--- config.mk ---
export PLATFORM = sky130hd
export DESIGN_NAME = asc_mode_config
export DESIGN_NICKNAME = d
export VERILOG_FILES = /design/src/hw/asc_pkg.sv /design/src/hw/asc_clock_div.sv /design/src/hw/asc_mode_config.sv
export VERILOG_INCLUDE_DIRS = /design/src /design/src/hw
export SDC_FILE = /design/constraint.sdc
export NUM_CORES = 1
export LEC_CHECK = 0
export BUFFER_PORTS_ARGS = -buffer_cell sky130_fd_sc_hd__buf_2
export CAP_MARGIN = 20
export CORE_UTILIZATION = 45
export CTS_BUF_LIST = sky130_fd_sc_hd__clkbuf_16
export DETAILED_ROUTE_END_ITERATION = 16
export PLACE_DENSITY = 0.68
export SLEW_MARGIN = 20
export SYNTH_ARGS = -nofsm -noshare
export SYNTH_HDL_FRONTEND = slang
export SYNTH_HIERARCHICAL = 1
export SYNTH_SLANG_ARGS = --single-unit
--- constraint.sdc ---
create_clock -name mclk -period 2.31 [get_ports mclk]
set_input_delay 0.231 -clock mclk [delete_from_list [all_inputs] [get_ports mclk]]
set_output_delay 0.231 -clock mclk [all_outputs]
set_load 0.05 [all_outputs]
--- src/hw/asc_cfg.svh ---
// offsets, field positions, reset values and counts of the audio serial config block
// assumes an 8-bit register address and 16-bit register data
`ifndef ASC_CFG_SVH
`define ASC_CFG_SVH

// register offsets
`define ASC_CFG_OFS     8'h1c
`define ASC_PRESC_OFS   8'h20
`define ASC_STAT_OFS    8'h24

// reset values
`define ASC_CFG_RST     16'h0000
`define ASC_PRESC_RST   16'h0002

// configuration register fields
`define ASC_PSEL_BIT    11
`define ASC_EN_BIT      10
`define ASC_ROLE_HI     9
`define ASC_ROLE_LO     8
`define ASC_PCMS_BIT    7
`define ASC_STD_HI      5
`define ASC_STD_LO      4
`define ASC_IDLE_BIT    3
`define ASC_SLEN_HI     2
`define ASC_SLEN_LO     1
`define ASC_CHW_BIT     0

// prescaler register fields
`define ASC_MCO_BIT     9
`define ASC_ODD_BIT     8
`define ASC_LINEAR_DIVIDER_HI     7
`define ASC_LINEAR_DIVIDER_LO     0

// encodings
`define ASC_STD_I2S     2'h0
`define ASC_STD_PCM     2'h3
`define ASC_SLEN_16     2'h0
`define ASC_SLEN_BAD    2'h3

// counts in serial clock periods or mclk cycles
`define ASC_CH16_LAST   6'h0f
`define ASC_CH32_LAST   6'h1f
`define ASC_SYNC_SHORT  6'h01
`define ASC_SYNC_LONG   6'h0d
`define ASC_DIV_MIN     9'h004

`endif

--- src/hw/asc_pkg.sv ---
// types shared by the audio serial config block
// assumes nothing beyond a SystemVerilog compiler
package asc_pkg;

	// link phase of the serial engine
	typedef enum logic {
		ASC_PH_OFF,
		ASC_PH_RUN
	} asc_phase_t;

	// whole state of the top module
	typedef struct packed {
		logic        psel;
		logic        en;
		logic [1:0]  role;
		logic        pcmLong;
		logic [1:0]  std;
		logic        idleLvl;
		logic [1:0]  slen;
		logic        chw;
		logic        mco;
		logic        odd;
		logic [7:0]  linear_divider;
		logic [15:0] rdata;
		asc_phase_t  phase;
		logic        sck;
		logic        sckOe_n;
		logic        ws;
		logic        wsOe_n;
		logic        mclkOut;
		logic [5:0]  bitCnt;
		logic        side;
		logic        sckInPrev;
		logic        wsInPrev;
		logic        running;
		logic        txDir;
	} asc_top_state_t;

	// whole state of the clock divider
	typedef struct packed {
		logic [8:0] cnt;
		logic       tick;
	} asc_div_state_t;

endpackage

--- src/hw/asc_clock_div.sv ---
// prescaler: one tick every (2*divider + odd) clock cycles, at least 4, while enabled
// assumes a synchronous active-low reset already released cleanly
`timescale 1ns/1ps
`default_nettype none
`include "asc_cfg.svh"

module asc_clock_div (
	// clock and reset
	input  wire logic       clk,
	input  wire logic       rstSync_n,
	// control
	input  wire logic       run,
	input  wire logic [7:0] linearDivider,
	input  wire logic       oddFactor,
	// output
	output var  logic       tick
);

	asc_pkg::asc_div_state_t st;
	asc_pkg::asc_div_state_t nx;
	logic [8:0]              divFactor;

	// division factor; forbidden small values clamp so the count never wraps
	always_comb begin
		divFactor = {linearDivider, 1'b0} + {8'h00, oddFactor};
		if (divFactor < `ASC_DIV_MIN) begin
			divFactor = `ASC_DIV_MIN;
		end
	end

	// counter runs only for a master, so a slave sees no ticks
	always_comb begin
		nx = st;
		nx.tick = 1'b0;
		if (!run) begin
			nx.cnt = 9'h000;
		end else if (st.cnt >= divFactor - 9'h001) begin
			nx.cnt  = 9'h000;
			nx.tick = 1'b1;
		end else begin
			nx.cnt = st.cnt + 9'h001;
		end
	end

	always_ff @(posedge clk or negedge rstSync_n) begin
		if (!rstSync_n) begin
			st <= '0;
		end else begin
			st <= nx;
		end
	end

	assign tick = st.tick;
endmodule // asc_clock_div

`default_nettype wire

--- src/hw/asc_mode_config.sv ---
// audio serial mode configuration, prescaler and clock/word-select engine
// assumes synchronous pins and a master that never waits on the register port
`timescale 1ns/1ps
`default_nettype none
`include "asc_cfg.svh"

module asc_mode_config (
	// clock and reset
	input  wire logic        mclk,
	input  wire logic        rst_n,
	// register port
	input  wire logic [7:0]  regAddr,
	input  wire logic [15:0] regWrData,
	input  wire logic        regWrStb,
	input  wire logic        regRdStb,
	output var  logic [15:0] regRdData,
	// serial clock pin
	input  wire logic        sckIn,
	output var  logic        sckOut,
	output var  logic        sckOe_n,
	// word select pin
	input  wire logic        wsIn,
	output var  logic        wsOut,
	output var  logic        wsOe_n,
	// master clock pin
	output var  logic        mclkOut,
	// status
	output var  logic        audioRunning,
	output var  logic        channelSide,
	output var  logic        transmitDir
);

	logic                    rstMeta_n;
	logic                    rstSync_n;
	asc_pkg::asc_top_state_t st;
	asc_pkg::asc_top_state_t nx;
	logic                    divTick;
	logic                    runReq;
	logic                    isMaster;
	logic                    effChw;
	logic [5:0]              lastBit;
	logic [5:0]              syncLen;
	logic                    cfgWr;
	logic                    prescWr;

	// reset released through two flops, asserted at once
	always_ff @(posedge mclk or negedge rst_n) begin
		if (!rst_n) begin
			rstMeta_n <= 1'b0;
			rstSync_n <= 1'b0;
		end else begin
			rstMeta_n <= 1'b1;
			rstSync_n <= rstMeta_n;
		end
	end

	// decoded conditions
	assign cfgWr    = regWrStb && (regAddr == `ASC_CFG_OFS);
	assign prescWr  = regWrStb && (regAddr == `ASC_PRESC_OFS);
	assign runReq   = st.en && st.psel;
	assign isMaster = st.role[1];
	assign effChw   = (st.slen != `ASC_SLEN_16) || st.chw;
	assign lastBit  = effChw ? `ASC_CH32_LAST : `ASC_CH16_LAST;
	assign syncLen  = st.pcmLong ? `ASC_SYNC_LONG : `ASC_SYNC_SHORT;

	// prescaler only counts for a running master
	asc_clock_div u_div (
		.clk           (mclk),
		.rstSync_n     (rstSync_n),
		.run           (st.phase == asc_pkg::ASC_PH_RUN && runReq && isMaster),
		.linearDivider (st.linear_divider),
		.oddFactor     (st.odd),
		.tick          (divTick)
	);

	// next state: register access, then the serial engine
	always_comb begin
		nx = st;
		nx.rdata = 16'h0000;
		nx.txDir = ~st.role[0];

		// configuration write; role and mode only take while disabled
		if (cfgWr) begin
			if (!st.en) begin
				nx.psel = regWrData[`ASC_PSEL_BIT];
				nx.role = regWrData[`ASC_ROLE_HI:`ASC_ROLE_LO];
			end
			nx.en      = regWrData[`ASC_EN_BIT];
			nx.pcmLong = regWrData[`ASC_PCMS_BIT];
			nx.std     = regWrData[`ASC_STD_HI:`ASC_STD_LO];
			nx.idleLvl = regWrData[`ASC_IDLE_BIT];
			nx.chw     = regWrData[`ASC_CHW_BIT];
			// the forbidden length code is dropped, old length kept
			if (regWrData[`ASC_SLEN_HI:`ASC_SLEN_LO] != `ASC_SLEN_BAD) begin
				nx.slen = regWrData[`ASC_SLEN_HI:`ASC_SLEN_LO];
			end
		end

		// prescaler write; taken as written, software keeps it stable while on
		if (prescWr) begin
			nx.mco  = regWrData[`ASC_MCO_BIT];
			nx.odd  = regWrData[`ASC_ODD_BIT];
			nx.linear_divider = regWrData[`ASC_LINEAR_DIVIDER_HI:`ASC_LINEAR_DIVIDER_LO];
		end

		// read data stand one cycle; unmapped reads as zero
		if (regRdStb) begin
			unique case (regAddr)
				`ASC_CFG_OFS: begin
					nx.rdata = {4'h0, st.psel, st.en, st.role, st.pcmLong, 1'b0,
						st.std, st.idleLvl, st.slen, st.chw};
				end
				`ASC_PRESC_OFS: begin
					nx.rdata = {6'h00, st.mco, st.odd, st.linear_divider};
				end
				`ASC_STAT_OFS: begin
					nx.rdata = {13'h0000, effChw, st.side, st.running};
				end
				default: begin
					nx.rdata = 16'h0000;
				end
			endcase
		end

		// serial engine
		unique case (st.phase)
			asc_pkg::ASC_PH_OFF: begin
				nx.sck     = st.idleLvl;
				nx.ws      = 1'b0;
				nx.sckOe_n = 1'b1;
				nx.wsOe_n  = 1'b1;
				nx.mclkOut = 1'b0;
				nx.bitCnt  = 6'h00;
				nx.side    = 1'b0;
				nx.running = 1'b0;
				nx.sckInPrev = st.idleLvl;
				nx.wsInPrev  = wsIn;
				if (runReq) begin
					nx.phase   = asc_pkg::ASC_PH_RUN;
					nx.running = 1'b1;
				end
			end
			asc_pkg::ASC_PH_RUN: begin
				if (!runReq) begin
					// stop: clock parks at idle level, pins released
					nx.phase   = asc_pkg::ASC_PH_OFF;
					nx.running = 1'b0;
					nx.sck     = st.idleLvl;
					nx.ws      = 1'b0;
					nx.sckOe_n = 1'b1;
					nx.wsOe_n  = 1'b1;
					nx.mclkOut = 1'b0;
				end else if (isMaster) begin
					nx.sckOe_n = 1'b0;
					nx.wsOe_n  = 1'b0;
					if (divTick) begin
						nx.sck = ~st.sck;
						nx.mclkOut = ~st.mclkOut;
						// a full period ends when the clock returns to idle
						if (~st.sck == st.idleLvl) begin
							if (st.bitCnt == lastBit) begin
								nx.bitCnt = 6'h00;
								nx.side   = ~st.side;
							end else begin
								nx.bitCnt = st.bitCnt + 6'h01;
							end
						end
					end
					// master clock held low when its output is off
					if (!st.mco) begin
						nx.mclkOut = 1'b0;
					end
					// word select from the position in the frame
					if (st.std == `ASC_STD_PCM) begin
						nx.ws = !nx.side && (nx.bitCnt < syncLen);
					end else if (st.std == `ASC_STD_I2S) begin
						nx.ws = nx.side;
					end else begin
						nx.ws = ~nx.side;
					end
				end else begin
					// slave: pins are inputs, clock comes from outside
					nx.sckOe_n   = 1'b1;
					nx.wsOe_n    = 1'b1;
					nx.mclkOut   = 1'b0;
					nx.sck       = st.idleLvl;
					nx.ws        = 1'b0;
					nx.sckInPrev = sckIn;
					nx.wsInPrev  = wsIn;
					if (st.std == `ASC_STD_PCM) begin
						nx.side = 1'b0;
					end else if (st.std == `ASC_STD_I2S) begin
						nx.side = wsIn;
					end else begin
						nx.side = ~wsIn;
					end
					// bit position restarts on every word select change
					if (wsIn != st.wsInPrev) begin
						nx.bitCnt = 6'h00;
					end else if (sckIn != st.sckInPrev && sckIn == st.idleLvl) begin
						nx.bitCnt = (st.bitCnt == lastBit) ? 6'h00 : st.bitCnt + 6'h01;
					end
				end
			end
		endcase
	end

	// one register for the whole state
	always_ff @(posedge mclk or negedge rstSync_n) begin
		if (!rstSync_n) begin
			st      <= '0;
			st.linear_divider <= 8'(`ASC_PRESC_RST); // divider sits in the low byte
			st.sckOe_n <= 1'b1;
			st.wsOe_n  <= 1'b1;
			st.txDir   <= 1'b1;
		end else begin
			st <= nx;
		end
	end

	// outputs straight from the state register
	assign regRdData    = st.rdata;
	assign sckOut       = st.sck;
	assign sckOe_n      = st.sckOe_n;
	assign wsOut        = st.ws;
	assign wsOe_n       = st.wsOe_n;
	assign mclkOut      = st.mclkOut;
	assign audioRunning = st.running;
	assign channelSide  = st.side;
	assign transmitDir  = st.txDir;
endmodule // asc_mode_config

`default_nettype wire

## Word-level counts from Yosys, hierarchy flattened

Index checks and enable logic that the tools add are counted.
W data, S select, Z words.

- Add/subtract/negate cells: 4
- Order comparisons: 3
- Equal/unequal tests: 16
- Muxes and demuxes: 31
- Bitwise operators: 8
- Reductions and logical operators: 15

Operator list:

| operator | number |
|---|---|
| $mux W9 | 4 |
| $pmux W12 S3 | 1 |
| $mux W8 | 4 |
| $pmux W16 S2 | 1 |
| $mux W12 | 2 |
| $mux W6 | 3 |
| $eq A8 B6 Y1 const B | 2 |
| $mux W1 | 11 |
| $mux W5 | 2 |
| $add A9 B1 Y9 | 1 |
| $add A9 B1 Y9 const B | 1 |
| $ge A9 B9 Y1 | 1 |
| $lt A9 B3 Y1 const B | 1 |
| $sub A9 B1 Y9 const B | 1 |
| $eq A8 B5 Y1 const B | 1 |
| $not A1 Y1 | 8 |
| $reduce_and A2 Y1 | 4 |
| $logic_and A1 B1 Y1 | 7 |
| $mux W7 | 1 |
| $add A6 B1 Y6 const B | 1 |
| $eq A6 B5 Y1 | 1 |
| $lt A6 B4 Y1 | 1 |
| $ne A2 B2 Y1 const B | 3 |
| $ne A5 B4 Y1 const B | 1 |
| other kinds (12) | 14 |

- Bits in registers: 66
- Output and inout port bits: 24
- Logic and storage cells: 105

## Logic depth before layout (Yosys ltp)

- Word-level depth: 16
- Depth in mapped cells: 12
- Mapped depth without buffers: 12

## Cells and area by module

The synthesis kept the hierarchy.

By module, submodules not included:

| module | times used | cells each | area an instance (um2) | seq. area each (um2) |
|---|---|---|---|---|
| asc_mode_config | 1 | 236 | 2570.0 | 1280.0 |
| asc_clock_div | 1 | 84 | 795.8 | 250.2 |

## Worst setup path before layout

OpenSTA, ideal clock, no wires.

- Kind: flip-flop to flip-flop
- Start point: register st[37] (netlist bit)
- End point: register u_div/st[3] (netlist bit)
- Library setup time: 0.148 ns
- Data arrival time: 2.932 ns
- Setup slack: -0.771 ns
- Stages on the path, launching flop included: 12
- Path buffers: 0
- Cell sequence: dfrtp_1 or4_4 or3_4 o21ai_2 ha_1 nor2b_1 nand2_1 mux2i_1 ha_1 nand4_1 o2bb2ai_1 nor3_1

RTL lines:

| element | line | text |
|---|---|---|
| start: declaration | asc_mode_config.sv:35 | `asc_pkg::asc_top_state_t st;` |
| start signal: assignment | asc_mode_config.sv:217 | `st <= nx;` |
| end signal: assignment | asc_clock_div.sv:49 | `st <= nx;` |
| end: declaration | asc_clock_div.sv:19 | `asc_pkg::asc_div_state_t st;` |

==> summary.md <==
| Metric | Value |
|---|---|
| Crit path cell chain | `or4_4 > or3_4 > o21ai_4 > ha_4 > nor2b_4 > nand2_4 > mux2i_2 > ha_1 > nand4_1 > buf_4 > o2bb2ai_4 > nor3_1` |
| Met3 usage | `~6.4%` |
| Largest net degree at the start of global routing | `60` |
| Die Ht | `about 90 µm` |
| YS warnings | `6` |
| Diodes inserted | `0` |
| Worst r2r src | `st[37]` |
| 1st-iter DRT viols | `about 150` |
| Comb power frac | `13.7%` |
| Routability Congestion | `approximately 0.87` |
| Root Driver | `clkbuf_16` |
| Critical path capture point type | `flop` |
| Worst hold endpoint | `st[52]` |
| Clock Sinks | `61` |
| CP max stage cell | `or4_4` |
| Post-Route WL | `approximately 8.5 mm` |
| CTS tree | `done` |
| RSZ-0062 raised after global routing | `yes` |
| Synthesized flop and latch total | `61` |
| Finished Cell Area | `about 4500 µm²` |
| Psw | `0.000766 W` |
| R2R Path End | `u_div/st[8]` |
| Critical path class | `flop to flop` |
| Area of the mapped netlist | `3370 µm²` |
| First-pass GRT wire length | `~14 mm` |
| Pwr per Cell Area | `between 600 and 700 nW/µm²` |
| Layout cell share with drive strength beyond 1 | `between 40% and 50%` |
| Max-Cap Viols | `0` |
| Synth Flop Type | `dfrtp_1` |
| Fin Clk Skew | `0.00723 ns` |
| Top Usage Layer GRT | `met2` |
| Sequential power share | `between 30% and 40%` |
| Outcome | `complete, but fails checks` |
| Largest stage delay on the critical path | `around 0.54 ns` |
| Synthesized area per cell | `10.5 µm²` |
| Hold Crit Start | `regWrData[10]` |
| Cell-internal power | `roughly 0.0021 W` |
| R2R depth | `12` |
| Routed vias | `approximately 2.8k` |
| Clk pwr share | `between 40% and 50%` |
| Arrival time at the worst endpoint | `3.48 ns` |
| Slew @ Worst Pin | `around 0.74 ns` |
| Synth Instances | `320` |
| Layout Nets | `454` |
| Global Route Usage Sum | `23.9%` |
| Fin. Hold Viols | `0` |
| Worst Path Max Fanout | `5` |
| Pre-CTS WS | `-0.785 ns` |
| H-tree Lvls | `3` |
| Residual DRC | `0` |
| Peak Freq | `~300 MHz` |
| Area delta synth->final | `32.8%` |
| Max_slew headroom | `50.7%` |
| M2 GR Usage | `38.7%` |
| Number of global-route vias before repair | `2815` |
| Yosys cell types | `53` |
| Critical Path RT | `2.51 ns` |
| DRT Pass-1 Iters | `5` |
| Die X | `a little under 90 µm` |
| Most common cell after layout, fill and taps aside | `dfrtp_1` |
| Peak VDD IR | `between 300 and 400 µV` |
| Core area | `between 7000 and 8000 µm²` |
| Ports | `54` |
| Initial cell density of the core | `46.4%` |
| Hold Path Stages | `2` |
| Clk Latency, worst-skew pair | `about 0.33 ns` |
| Worst-path clk slew | `about 0.060 ns` |
| Final Max Slew Viols | `0` |
| Tcrit/Tclk final | `142%` |
| Vias per std cell | `between 5 and 6` |
| Crit start category | `flop` |
| Period minus WS final | `between 3 and 4 ns` |
| WHS | `roughly 0.13 ns` |
| Post-DP Area | `3890 µm²` |
| WL per Instance | `roughly 17 µm` |
| Worst path top cell family by delay | `simple AND/OR/NAND/NOR gates` |
| Max clock buf depth | `2` |
| Cts bufs inserted | `9` |
| Failing checks | `negative setup slack` |
| Grt total ovfl | `0` |
| IO buf count | `between 40 and 50` |
| Met1 global-route usage | `31.1%` |
| Fin worst setup slack | `-0.970 ns` |
| Post-synth EDFFs | `0` |
| Rows | `31` |
| Setup violators final | `11` |
| Die Area | `~7800 µm²` |
| Sequential share of the synthesized area | `45.5%` |
| Class of the worst hold path | `input port to flop` |
| Most frequent cells in the layout | `dfrtp_1, buf_4, buf_2` |
| Routed Antenna Nets | `0` |
| DP HPWL | `between 5 and 6 mm` |
| Asr flop ratio synth | `100%` |
| Reg2Reg Setup Slack | `-0.97 ns` |
| Initial antenna violation count | `0` |
| Static leakage | `about 2.2 nW` |
| WP buf/inv | `1` |
| Switching fraction of total power | `a little over a quarter` |
==> final cells by class <==
type	instances	area, µm²
clock inverters	7	75.1
well taps	99	124
clock buffers	9	225
multi-input cells	233	1860
flip-flops and latches	61	1530
inverters	7	26.3
repair buffers	98	626
fillers	617	2790
==> routing by layer <==
| metal | part of all wire, % | wire (µm) |
|---|---|---|
| met3 | 4.4 | 379 |
| met4 | 1.1 | 92 |
| met1 | 45 | 3850 |
| met5 | 0 | 0 |
| met2 | 49 | 4220 |
==> stage by stage <==
stage / utilization (%) / std cells / power, W / TNS (ns)
final: 61.6 / 514 / 0.00287 / -9.64
after global routing: 61.6 / 514 / 0.00298 / -10.39
after CTS: 60.1 / 510 / 0.00285 / -7.76
after detailed placement: 53.6 / 480 / 0.00142 / -7.88
after global placement: 53.6 / 480 / 0.00141 / -7.14
after floorplan: - / 323 / 0.00132 / -6.74
==> sequential cells by signal, summed over array words and instances (netlist names) <==
signal and count:
sckOe_n 1, rstMeta_n 1, mclkOut 1, transmitDir 1
st 29, wsOut 1, audioRunning 1, rstSync_n 1
u_div/st 9, channelSide 1, isMaster 1, sckOut 1
u_div/tick 1, regRdData 12
==> worst reg2reg max path, cell delays in order, from the launching register on <==
cell       delay, ns
dfrtp_1         0.38
or4_4           0.55
or3_4           0.38
o21ai_4         0.17
ha_4            0.15
nor2b_4         0.17
nand2_4         0.08
mux2i_2         0.18
ha_1            0.33
nand4_1         0.22
buf_4           0.22
o2bb2ai_4       0.22
nor3_1          0.10
==> cell families after synthesis <==
logic type      count (synthesis)  share of synthesized area [%]
buf+inv                        30                           5.32
flops                          61                           45.5
simple gates                  111                           18.4
xor+xnor                       18                           4.68
other cells                     2                          0.223
compound gates                 56                           11.4
fa+ha+maj                      14                           5.20
mux                            28                           9.22
==> how the worst max path moves through the flow <==
stage            from  slack (ns)     endpoint  cells past startpoint
2_1_floorplan  st[37]       -0.69  u_div/st[2]                     11
3_3_place_gp   st[37]       -0.70  u_div/st[9]                     11
3_5_place_dp   st[37]       -0.78  u_div/st[4]                     11
4_1_cts        st[37]       -0.76  u_div/st[4]                     12
5_1_grt        st[37]       -1.02   u_div/tick                     12
6_report       st[37]       -0.97  u_div/st[8]                     12
==> timing repair <==
item,CTS,global route
gates cloned,1,0
pin swaps,7,11
hold buffers,1,0
buffers inserted,12,4
endpoints found under the setup margin,11,11
gates resized for setup,12,13
endpoints found under the hold margin,2,0
==> power by group through the flow <==
stage | sequential (W) | combinational [W] | clock [W]
after detailed placement | 0.00113 | 0.000289 | 0
after floorplan | 0.00115 | 0.000169 | 0
after CTS | 0.00112 | 0.000366 | 0.00137
after global placement | 0.00113 | 0.000280 | 0
final | 0.00112 | 0.000394 | 0.00136
after global routing | 0.00112 | 0.000421 | 0.00144
==> cell usage after synthesis, types with 2 or more instances <==
master | number | share of area (%)
ha_1 | 14 | 5.2
a22oi_1 | 9 | 2.0
o22ai_1 | 2 | 0.37
xor2_1 | 11 | 2.9
dfstp_2 | 3 | 2.3
conb_1 | 2 | 0.22
clkbuf_1 | 4 | 0.45
a22o_1 | 2 | 0.52
nor2_1 | 20 | 2.2
inv_1 | 7 | 0.78
nor3b_1 | 2 | 0.45
and3_1 | 8 | 1.5
o31ai_1 | 4 | 0.89
buf_4 | 17 | 3.8
nand3b_1 | 2 | 0.45
mux2i_1 | 4 | 1.2
or3_1 | 3 | 0.56
nor4_1 | 5 | 0.93
o21ai_0 | 9 | 1.3
or4_4 | 2 | 0.67
nor3_1 | 15 | 2.2
nand4_1 | 2 | 0.37
nand2_1 | 19 | 2.1
a21oi_1 | 11 | 1.6
dfrtp_1 | 58 | 43
a32o_1 | 2 | 0.59
nand3_1 | 9 | 1.3
a21o_1 | 2 | 0.45
o21ai_2 | 2 | 0.52
xnor2_1 | 7 | 1.8
mux2_2 | 24 | 8.0
o21a_1 | 3 | 0.67
o211ai_1 | 2 | 0.45
a31oi_1 | 2 | 0.37
nor2b_1 | 13 | 2.4
nand2b_1 | 2 | 0.37
Note: power is estimated with default switching activity, not from simulation.
